$ cat src/iclu_pkg.sv
package iclu_pkg;

  // ---------------------------------------------------------------------
  // Datapath geometry.
  // ---------------------------------------------------------------------
  localparam int DATA_W     = 32;
  localparam int IMM_W      = 16;
  localparam int FIELD_W    = 4;
  localparam int NUM_FIELDS = 8;
  localparam int ADDR_W     = 8;

  // Bit positions inside one 4-bit condition field.
  localparam int FLD_LT = 3;
  localparam int FLD_GT = 2;
  localparam int FLD_EQ = 1;
  localparam int FLD_SO = 0;

  // The half word that fills the unused half of an immediate operand.
  localparam logic [15:0] IMM_ZERO_HALF = 16'h0000;

  // ---------------------------------------------------------------------
  // Control and status registers.
  // ---------------------------------------------------------------------
  localparam logic [7:0]  REG_CTRL        = 8'h00;
  localparam logic [7:0]  REG_STAT        = 8'h04;
  localparam int          CTRL_EN_POS     = 0;
  localparam logic        CTRL_EN_RESET   = 1'b1;
  localparam int          STAT_CNT_POS    = 0;
  localparam int          STAT_FIELD_POS  = 16;
  localparam int          STAT_CRW_POS    = 19;
  localparam logic [15:0] OP_COUNT_RESET  = 16'h0000;
  localparam logic [31:0] WORD_ZERO       = 32'h0000_0000;

  // ---------------------------------------------------------------------
  // Operation codes from the instruction sequencer.
  // ---------------------------------------------------------------------
  typedef enum logic [3:0] {
    signed_compare_reg_op   = 4'h0,
    signed_compare_imm_op   = 4'h1,
    unsigned_compare_reg_op = 4'h2,
    unsigned_compare_imm_op = 4'h3,
    and_imm_low_op          = 4'h4,
    and_imm_high_op         = 4'h5,
    or_imm_low_op           = 4'h6,
    or_imm_high_op          = 4'h7,
    xor_imm_low_op          = 4'h8,
    xor_imm_high_op         = 4'h9,
    and_reg_op              = 4'hA,
    or_reg_op               = 4'hB,
    xor_reg_op              = 4'hC,
    not_conj_op             = 4'hD,
    not_disj_op             = 4'hE
  } iclu_op_t;

endpackage

$ cat src/iclu_cmp_if.sv
`timescale 1ns/1ps
// Operands to the compare unit and the condition field it returns.
interface iclu_cmp_if;
  logic [31:0] lhs;
  logic [31:0] rhs;
  logic        signed_mode;
  logic        so_copy;
  logic [3:0]  field;

  modport req  (output lhs, rhs, signed_mode, so_copy, input field);
  modport unit (input lhs, rhs, signed_mode, so_copy, output field);
endinterface

$ cat src/iclu_cmp.sv
`timescale 1ns/1ps
module iclu_cmp
  import iclu_pkg::*;
(
  // Compare request and result.
  iclu_cmp_if.unit cmp
);

  // -----------------------------------------------------------------------
  // Three-way compare.
  // -----------------------------------------------------------------------

  // Exactly one of less, greater or equal is set; the fourth bit is a copy.
  always_comb begin
    logic lt;
    logic gt;
    lt = 1'b0;
    gt = 1'b0;
    if (cmp.signed_mode) begin
      lt = $signed(cmp.lhs) < $signed(cmp.rhs);
      gt = $signed(cmp.lhs) > $signed(cmp.rhs);
    end else begin
      lt = cmp.lhs < cmp.rhs;
      gt = cmp.lhs > cmp.rhs;
    end
    cmp.field = {lt, gt, (cmp.lhs == cmp.rhs), cmp.so_copy};
  end

endmodule // iclu_cmp

$ cat src/iclu_top.sv
// Decided for this implementation: the register offsets and the address-and-strobe port.
`timescale 1ns/1ps
// Summary of operation
// - Signed compares treat both 32-bit operands as two's complement.
// - Unsigned compares treat both 32-bit operands as magnitudes.
// - Signed immediate compare sign-extends the 16-bit immediate first.
// - Unsigned immediate compare zero-extends the 16-bit immediate first.
// - A compare writes only its selected field; others stay unchanged.
// - The operand-width field is ignored; compares are always 32-bit.
// - The destination selector reaches any of fields zero to seven.
// - Recording logicals and both AND-immediate forms update field zero.
// - Field zero then holds the signed compare of the result with zero.
// - Other logical operations leave every condition field untouched.
// - Logical operations never touch the exception register flags.
// - AND immediate low/high use the immediate in that half, zeros else.
// - OR immediate low uses the zero-extended immediate.
// - OR immediate high uses the immediate in the upper half.
// - XOR immediate low/high place the immediate in that half.
// - Register AND, OR and XOR combine the two sources bit by bit.
// - Not-conjunction and not-disjunction invert the AND or OR result.
// - Each register logical has a recording variant via the record bit.
module iclu_top
  import iclu_pkg::*;
(
  // Clock and reset.
  input  wire logic        mclk,
  input  wire logic        rst,
  // Operation from the instruction sequencer.
  input  wire logic        op_valid,
  input  wire iclu_op_t    op_code,
  input  wire logic [2:0]  cond_field_dest,
  input  wire logic        record_bit,
  input  wire logic        width_sel,
  input  wire logic [31:0] src_a_gpr,
  input  wire logic [31:0] src_s_gpr,
  input  wire logic [31:0] src_b_gpr,
  input  wire logic [15:0] imm16,
  // Current architectural state.
  input  wire logic [31:0] cr_in,
  input  wire logic        summary_overflow,
  // Results to the register file and condition register.
  output logic             res_valid,
  output logic             gpr_wr,
  output logic [31:0]      res_data,
  output logic             cr_wr,
  output logic [7:0]       cr_mask,
  output logic [31:0]      cr_out,
  output logic             exc_flags_wr,
  // Register port.
  input  wire logic [7:0]  reg_addr,
  input  wire logic [31:0] reg_wdata,
  input  wire logic        reg_wr,
  input  wire logic        reg_rd,
  output logic [31:0]      reg_rdata
);

  // -----------------------------------------------------------------------
  // Helper functions.
  // -----------------------------------------------------------------------

  // Lowest bit of a field; field zero sits in the top nibble.
  function automatic logic [4:0] field_lsb(input logic [2:0] idx);
    return {(3'd7 - idx), 2'b00};
  endfunction

  // Reads one 4-bit field out of a condition register word.
  function automatic logic [3:0] get_field(input logic [31:0] cr,
                                           input logic [2:0]  idx);
    return cr[field_lsb(idx) +: FIELD_W];
  endfunction

  // Reads one flag bit of one field of a condition register word.
  function automatic logic field_bit(input logic [31:0] cr,
                                     input logic [2:0]  idx, input int pos);
    return cr[field_lsb(idx) + pos];
  endfunction

  // Replaces one field and keeps all others.
  function automatic logic [31:0] put_field(input logic [31:0] cr,
                                            input logic [2:0]  idx,
                                            input logic [3:0]  f);
    logic [31:0] r;
    r = cr;
    r[field_lsb(idx) +: FIELD_W] = f;
    return r;
  endfunction

  // True for the four compare operations.
  function automatic logic is_compare(input iclu_op_t op);
    return (op == signed_compare_reg_op) || (op == signed_compare_imm_op) ||
           (op == unsigned_compare_reg_op) ||
           (op == unsigned_compare_imm_op);
  endfunction

  // True when a logical operation must update field zero.
  function automatic logic records(input iclu_op_t op, input logic rec);
    return rec || (op == and_imm_low_op) || (op == and_imm_high_op);
  endfunction

  // Result of every logical operation.
  function automatic logic [31:0] logic_res(input iclu_op_t    op,
                                            input logic [31:0] s,
                                            input logic [31:0] b,
                                            input logic [15:0] imm);
    logic [31:0] lo;
    logic [31:0] hi;
    lo = {IMM_ZERO_HALF, imm};
    hi = {imm, IMM_ZERO_HALF};
    case (op)
      and_imm_low_op:  logic_res = s & lo;
      and_imm_high_op: logic_res = s & hi;
      or_imm_low_op:   logic_res = s | lo;
      or_imm_high_op:  logic_res = s | hi;
      xor_imm_low_op:  logic_res = s ^ lo;
      xor_imm_high_op: logic_res = s ^ hi;
      and_reg_op:      logic_res = s & b;
      or_reg_op:       logic_res = s | b;
      xor_reg_op:      logic_res = s ^ b;
      not_conj_op:     logic_res = ~(s & b);
      not_disj_op:     logic_res = ~(s | b);
      default:         logic_res = WORD_ZERO;
    endcase
  endfunction

  // -----------------------------------------------------------------------
  // State.
  // -----------------------------------------------------------------------

  typedef struct packed {
    logic        ctrl_en;
    logic [31:0] rdata;
    logic        res_valid;
    logic        gpr_wr;
    logic [31:0] res_data;
    logic        cr_wr;
    logic [7:0]  cr_mask;
    logic [31:0] cr_out;
    logic        exc_flags_wr;
    logic [15:0] op_count;
    logic [2:0]  last_field;
    logic        last_crw;
  } iclu_state_t;

  iclu_state_t state;
  iclu_state_t next_state;
  iclu_cmp_if  cmp_bus ();

  logic        accept;
  logic [31:0] lres;

  // An operation is taken only while the unit is enabled.
  assign accept = op_valid && state.ctrl_en;
  assign lres   = logic_res(op_code, src_s_gpr, src_b_gpr, imm16);

  // -----------------------------------------------------------------------
  // Compare operand selection.
  // -----------------------------------------------------------------------

  // Compares use their operands; logicals compare the result with zero.
  always_comb begin
    cmp_bus.so_copy = summary_overflow;
    case (op_code)
      signed_compare_reg_op: begin
        cmp_bus.lhs         = src_a_gpr;
        cmp_bus.rhs         = src_b_gpr;
        cmp_bus.signed_mode = 1'b1;
      end
      signed_compare_imm_op: begin
        cmp_bus.lhs         = src_a_gpr;
        cmp_bus.rhs         = {{IMM_W{imm16[15]}}, imm16};
        cmp_bus.signed_mode = 1'b1;
      end
      unsigned_compare_reg_op: begin
        cmp_bus.lhs         = src_a_gpr;
        cmp_bus.rhs         = src_b_gpr;
        cmp_bus.signed_mode = 1'b0;
      end
      unsigned_compare_imm_op: begin
        cmp_bus.lhs         = src_a_gpr;
        cmp_bus.rhs         = {IMM_ZERO_HALF, imm16};
        cmp_bus.signed_mode = 1'b0;
      end
      default: begin
        cmp_bus.lhs         = lres;
        cmp_bus.rhs         = WORD_ZERO;
        cmp_bus.signed_mode = 1'b1;
      end
    endcase
  end

  // The shared three-way compare unit.
  iclu_cmp u_cmp (
    .cmp (cmp_bus.unit)
  );

  // -----------------------------------------------------------------------
  // Next-state logic.
  // -----------------------------------------------------------------------

  // Width select is never read: every compare is a 32-bit compare.
  always_comb begin
    next_state           = state;
    next_state.res_valid = 1'b0;
    next_state.gpr_wr    = 1'b0;
    next_state.cr_wr     = 1'b0;
    next_state.cr_mask   = 8'h00;
    next_state.exc_flags_wr = 1'b0;
    next_state.rdata     = WORD_ZERO;
    if (accept) begin
      next_state.res_valid = 1'b1;
      next_state.op_count  = state.op_count + 16'h0001;
      if (is_compare(op_code)) begin
        // Only the addressed field changes.
        next_state.cr_wr      = 1'b1;
        next_state.cr_mask    = 8'h01 << cond_field_dest;
        next_state.cr_out     = put_field(cr_in, cond_field_dest,
                                          cmp_bus.field);
        next_state.last_field = cond_field_dest;
        next_state.last_crw   = 1'b1;
      end else begin
        next_state.gpr_wr   = 1'b1;
        next_state.res_data = lres;
        next_state.last_crw = 1'b0;
        if (records(op_code, record_bit)) begin
          next_state.cr_wr      = 1'b1;
          next_state.cr_mask    = 8'h01;
          next_state.cr_out     = put_field(cr_in, 3'd0, cmp_bus.field);
          next_state.last_field = 3'd0;
          next_state.last_crw   = 1'b1;
        end
      end
    end
    // Register writes and reads.
    if (reg_wr && (reg_addr == REG_CTRL)) begin
      next_state.ctrl_en = reg_wdata[CTRL_EN_POS];
    end
    if (reg_rd) begin
      case (reg_addr)
        REG_CTRL: next_state.rdata[CTRL_EN_POS] = state.ctrl_en;
        REG_STAT: begin
          next_state.rdata[STAT_CNT_POS +: 16]  = state.op_count;
          next_state.rdata[STAT_FIELD_POS +: 3] = state.last_field;
          next_state.rdata[STAT_CRW_POS]        = state.last_crw;
        end
        default:  next_state.rdata = WORD_ZERO;
      endcase
    end
  end

  // -----------------------------------------------------------------------
  // State register.
  // -----------------------------------------------------------------------

  // All state is registered here; reset loads constants only.
  always_ff @(posedge mclk or posedge rst) begin
    if (rst) begin
      state            <= '0;
      state.ctrl_en    <= CTRL_EN_RESET;
      state.op_count   <= OP_COUNT_RESET;
    end else begin
      state <= next_state;
    end
  end

  // Outputs straight from the state register.
  assign res_valid = state.res_valid;
  assign gpr_wr    = state.gpr_wr;
  assign res_data  = state.res_data;
  assign cr_wr     = state.cr_wr;
  assign cr_mask   = state.cr_mask;
  assign cr_out    = state.cr_out;
  assign exc_flags_wr = state.exc_flags_wr;
  assign reg_rdata = state.rdata;

  logic [31:0] mask32;

  // Expands the field mask to a bit mask of the condition word.
  always_comb begin
    mask32 = WORD_ZERO;
    for (int i = 0; i < NUM_FIELDS; i++) begin
      if (cr_mask[i]) begin
        mask32[field_lsb(3'(i)) +: FIELD_W] = 4'hF;
      end
    end
  end
endmodule // iclu_top

$ cat config.mk
export PLATFORM = sky130hd
export DESIGN_NAME = iclu_top
export DESIGN_NICKNAME = d
export VERILOG_FILES = /design/src/iclu_pkg.sv /design/src/iclu_cmp_if.sv /design/src/iclu_cmp.sv /design/src/iclu_top.sv
export SDC_FILE = /design/constraint.sdc
export NUM_CORES = 1
export LEC_CHECK = 0
export ABC_CLOCK_PERIOD_IN_PS = 8200
export BUFFER_PORTS_ARGS = -buffer_cell sky130_fd_sc_hd__buf_2
export CORE_MARGIN = 4
export CORE_UTILIZATION = 59
export DETAILED_ROUTE_END_ITERATION = 8
export PLACE_DENSITY = 0.88
export RECOVER_POWER = 50
export SYNTH_ARGS = -nofsm -noshare
export SYNTH_HDL_FRONTEND = slang
export SYNTH_HIERARCHICAL = 1
export SYNTH_SLANG_ARGS = --single-unit
$ cat constraint.sdc
create_clock -name mclk -period 8.2 [get_ports mclk]
set_input_delay 0 -clock mclk [delete_from_list [all_inputs] [get_ports mclk]]
set_output_delay 0 -clock mclk [all_outputs]
set_load 0.1 [all_outputs]
==> impl_results.md <==
* Vias in the first global route at 10440
* Post-synth top flop: dfrtp_1
* Worst-path fanout max at 34
* PwrDens at roughly 200 nW/µm²
* Fin. Hold Viols at 0
* Filler cells at ~1500
* Gr usage total at 33.29%
* Fin nets at about 1900
* Synth cell types at 81
* Synth top area share at 24.66%
* Maxcap violations at 1
* Register area share after synthesis at 24.89%
* Starting Density at 59.95%
* Pre-CTS setup slack at 2.987 ns
* First-pass GRT wire length at 57660 µm
* Cell row count at 51
* F_max at approximately 200 MHz
* Clk slew on worst S/H paths at 0.05 ns
* H-tree depth at 4
* Die X at 148.6 µm
* TritonCTS clock tree: built
* Setup Buffers After CTS at 0
* Most frequent cells in the layout: ha_1 (168), buf_2 (165), nand2_1 (136), inv_1 (121), dfrtp_1 (115)
* Die Height at 148.6 µm
* Post-CTS resize count at 0
* Failing checks: capacitance limit, slew limit
* Multi-input gate area at 7103 µm²
* Final Setup Violations at 0
* Drt wl/cell at 21.55 µm
* DRC Markers at 0
* Clock skew at 0.005239 ns
* CP top delay family: compound AO/OA/AOI/OAI gates
* Commonest non-fill, non-tap cell in the layout: ha_1
* Total Wirelength at 38240 µm
* Async set-or-reset flop fraction in the synthesized netlist at 100.0%
* Critical Path Max Stage Delay at 0.74 ns
* Mapped Cells at 1330
* Largest net degree at the start of global routing at 71
* Reg area at approximately 2900 µm²
* Dominant cells by area after synthesis: dfrtp_1 (25%), ha_1 (18%), buf_4 (7.4%), mux2i_1 (5.0%), nand2_1 (4.4%)
* Root buf cell: clkbuf_16
* Minimum clock period after layout at ~5.0 ns
* DRT iter0 DRCs at 1246
* CP Buf/Inv Count at 2
* Total Neg Setup Slack at 0 ns
* Cts bufs inserted at 17
* Startpoint types: primary input
* Critical-path cell with the highest stage delay: mux2i_1
* IO Count at just over 300
* Final Worst Setup Slack at 3.224 ns
* RSZ-0062 raised after global routing: false
* Post-Syn Area at 11670 µm²
* DPL Wire Length at between 20000 and 30000 µm
* Vias per cell at 6.185
* Number of synthesized flops with an enable pin at 0
* Placer Congestion at between 0.9 and 1
* #FFs+latches synth at 116
* DR pass1 iterations at 5
* WP data arrival at 5.29 ns
* WS Path Type: in -> reg
* Worst-Margin Slew at 2.551 ns
* Clock sink total at 116
* Status: complete, but fails checks
* Worst min-delay path class: in -> reg
* Setup crit end kind: flip-flop
* Cell Chain, Critical Path: buf_2, buf_4, nand2b_1, nor2_1, mux2_2, a2111oi_2, nand2_1, ha_1, a21oi_1, nand2_1, a21o_1, o41ai_2, o211ai_2, mux2i_1, nand2_1, nand2_1, o22ai_1, o21ai_0
* Cell mode on critical path: nand2_1
* Slew margin rel. at -71.03%
* Share of layout cells above drive strength 1 at 16.81%
* Vias at ~11000
* Die area at 22090 µm²
* Post-CTS Hold Fix Bufs at 42
* Initial antenna violation count at 6
* Clk buf depth at 2
* Period utilization at 60.69%
* Mean Syn Cell Area at 8.773 µm²
* Gr ovfl total at 0
* Leakage at 6.803 nW
* Max-slew violations at 61
* Core Box Area at 19460 µm²
* Synthesis-to-layout area growth at 12.32%
* Final ANT Viol Nets at 0
* Critical path data required time at 8.52 ns
* Port bufs at 261
* Max VDD drop at between 0.1 and 0.15 mV
* Yosys Warn Count at 6
* Area leader, netlist: dfrtp_1
* Later-pin clock latency in the skew report at slightly above 0.4 ns
-- worst paths after layout --
path	startpoint	end	cells after the start	slack (ns)
min in group asynchronous	rst	reg_rdata[3]	3	0.84
worst min register to register	state[19]	state[19]	1	0.46
worst max-delay path	op_code[1]	cr_out[22]	18	3.22
worst max register to register	state[128]	res_data[11]	6	4.25
worst min-delay path	summary_overflow	cr_out[16]	3	0.04
max in group asynchronous	rst	state[2]	4	5.71
-- layout make-up --
cell class              instances  share of cell area (%)
flip-flops and latches        116                   22.16
well taps                     265                   2.530
repair buffers                311                   12.69
multi-input cells             921                   54.20
diodes                          4                 0.07638
inverters                     125                   3.590
clock inverters                15                   1.508
clock buffers                  17                   3.246
-- synth_stat cells (all sizes together), types with 4 or more instances --
cell type / number
a2111oi: 4
a211oi: 8
a21o: 38
a21oi: 35
a221o: 8
a221oi: 19
a22o: 50
a22oi: 22
a32o: 4
a32oi: 7
and2: 25
and3: 14
and4: 5
buf: 156
clkbuf: 24
dfrtp: 115
ha: 168
inv: 123
mux2: 7
mux2i: 58
nand2: 137
nand2b: 11
nand3: 14
nand3b: 4
nand4: 9
nor2: 67
nor2b: 14
nor3: 9
o211ai: 6
o21ai: 63
o221ai: 7
o22ai: 35
o2bb2ai: 15
xnor2: 10
xor2: 6
-- power breakdown --
group / internal (mW) / total [mW] / switching (mW)
registers: 0.650 / 0.703 / 0.0531
clock network: 0.487 / 0.772 / 0.285
logic: 0.246 / 1.16 / 0.914
total: 1.38 / 2.64 / 1.25
-- stage by stage --
step / util (%) / hold slack [ns] / instance area (µm²) / cells / power [mW]
2_1_floorplan: - / 0.1132 / 11710 / 1342 / 1.695
3_3_place_gp: 62.64 / 0.1568 / 12190 / 1696 / 1.816
3_5_place_dp: 62.64 / 0.1715 / 12190 / 1696 / 1.842
4_1_cts: 68.00 / 0.008762 / 13240 / 1770 / 2.628
5_1_grt: 67.34 / 0.05421 / 13110 / 1774 / 2.733
6_report: 67.34 / 0.03710 / 13110 / 1774 / 2.636
-- flip-flops by register name, summed over array words and instances, names as in the netlist --
name and count:
res_data 32, res_valid 1, cr_mask 8, state 21
cr_wr 1, cr_out 32, gpr_wr 1, reg_rdata 20
-- layer usage --
layer / global-route usage, % / up-vias / routed length, µm
met5: 0 / - / 21
li1: - / 4897 / -
met1: 41.26 / 5240 / 13920
met4: 16.72 / 4 / 2041
met3: 6.581 / 133 / 4185
met2: 55.33 / 699 / 18060
-- worst reg2reg max path: stages (launching register included) --
cell and delay (ns):
dfstp_2 0.38, nand2_1 0.07, clkbuf_1 0.83, clkinv_1 1.08, nand2_1 1.17, nand2_1 0.19
o21ai_0 0.14
-- cells by family after synthesis --
group | share of synthesized area, %
muxes | 5.652
adders and majority gates | 18.02
xor gates and xnor gates | 1.201
DFF | 24.89
and+or+nand+nor | 14.13
other | 0.03214
AOI/OAI and AO/OA | 21.45
buffers and inverters | 14.63
(Power assumes the default switching activity.)
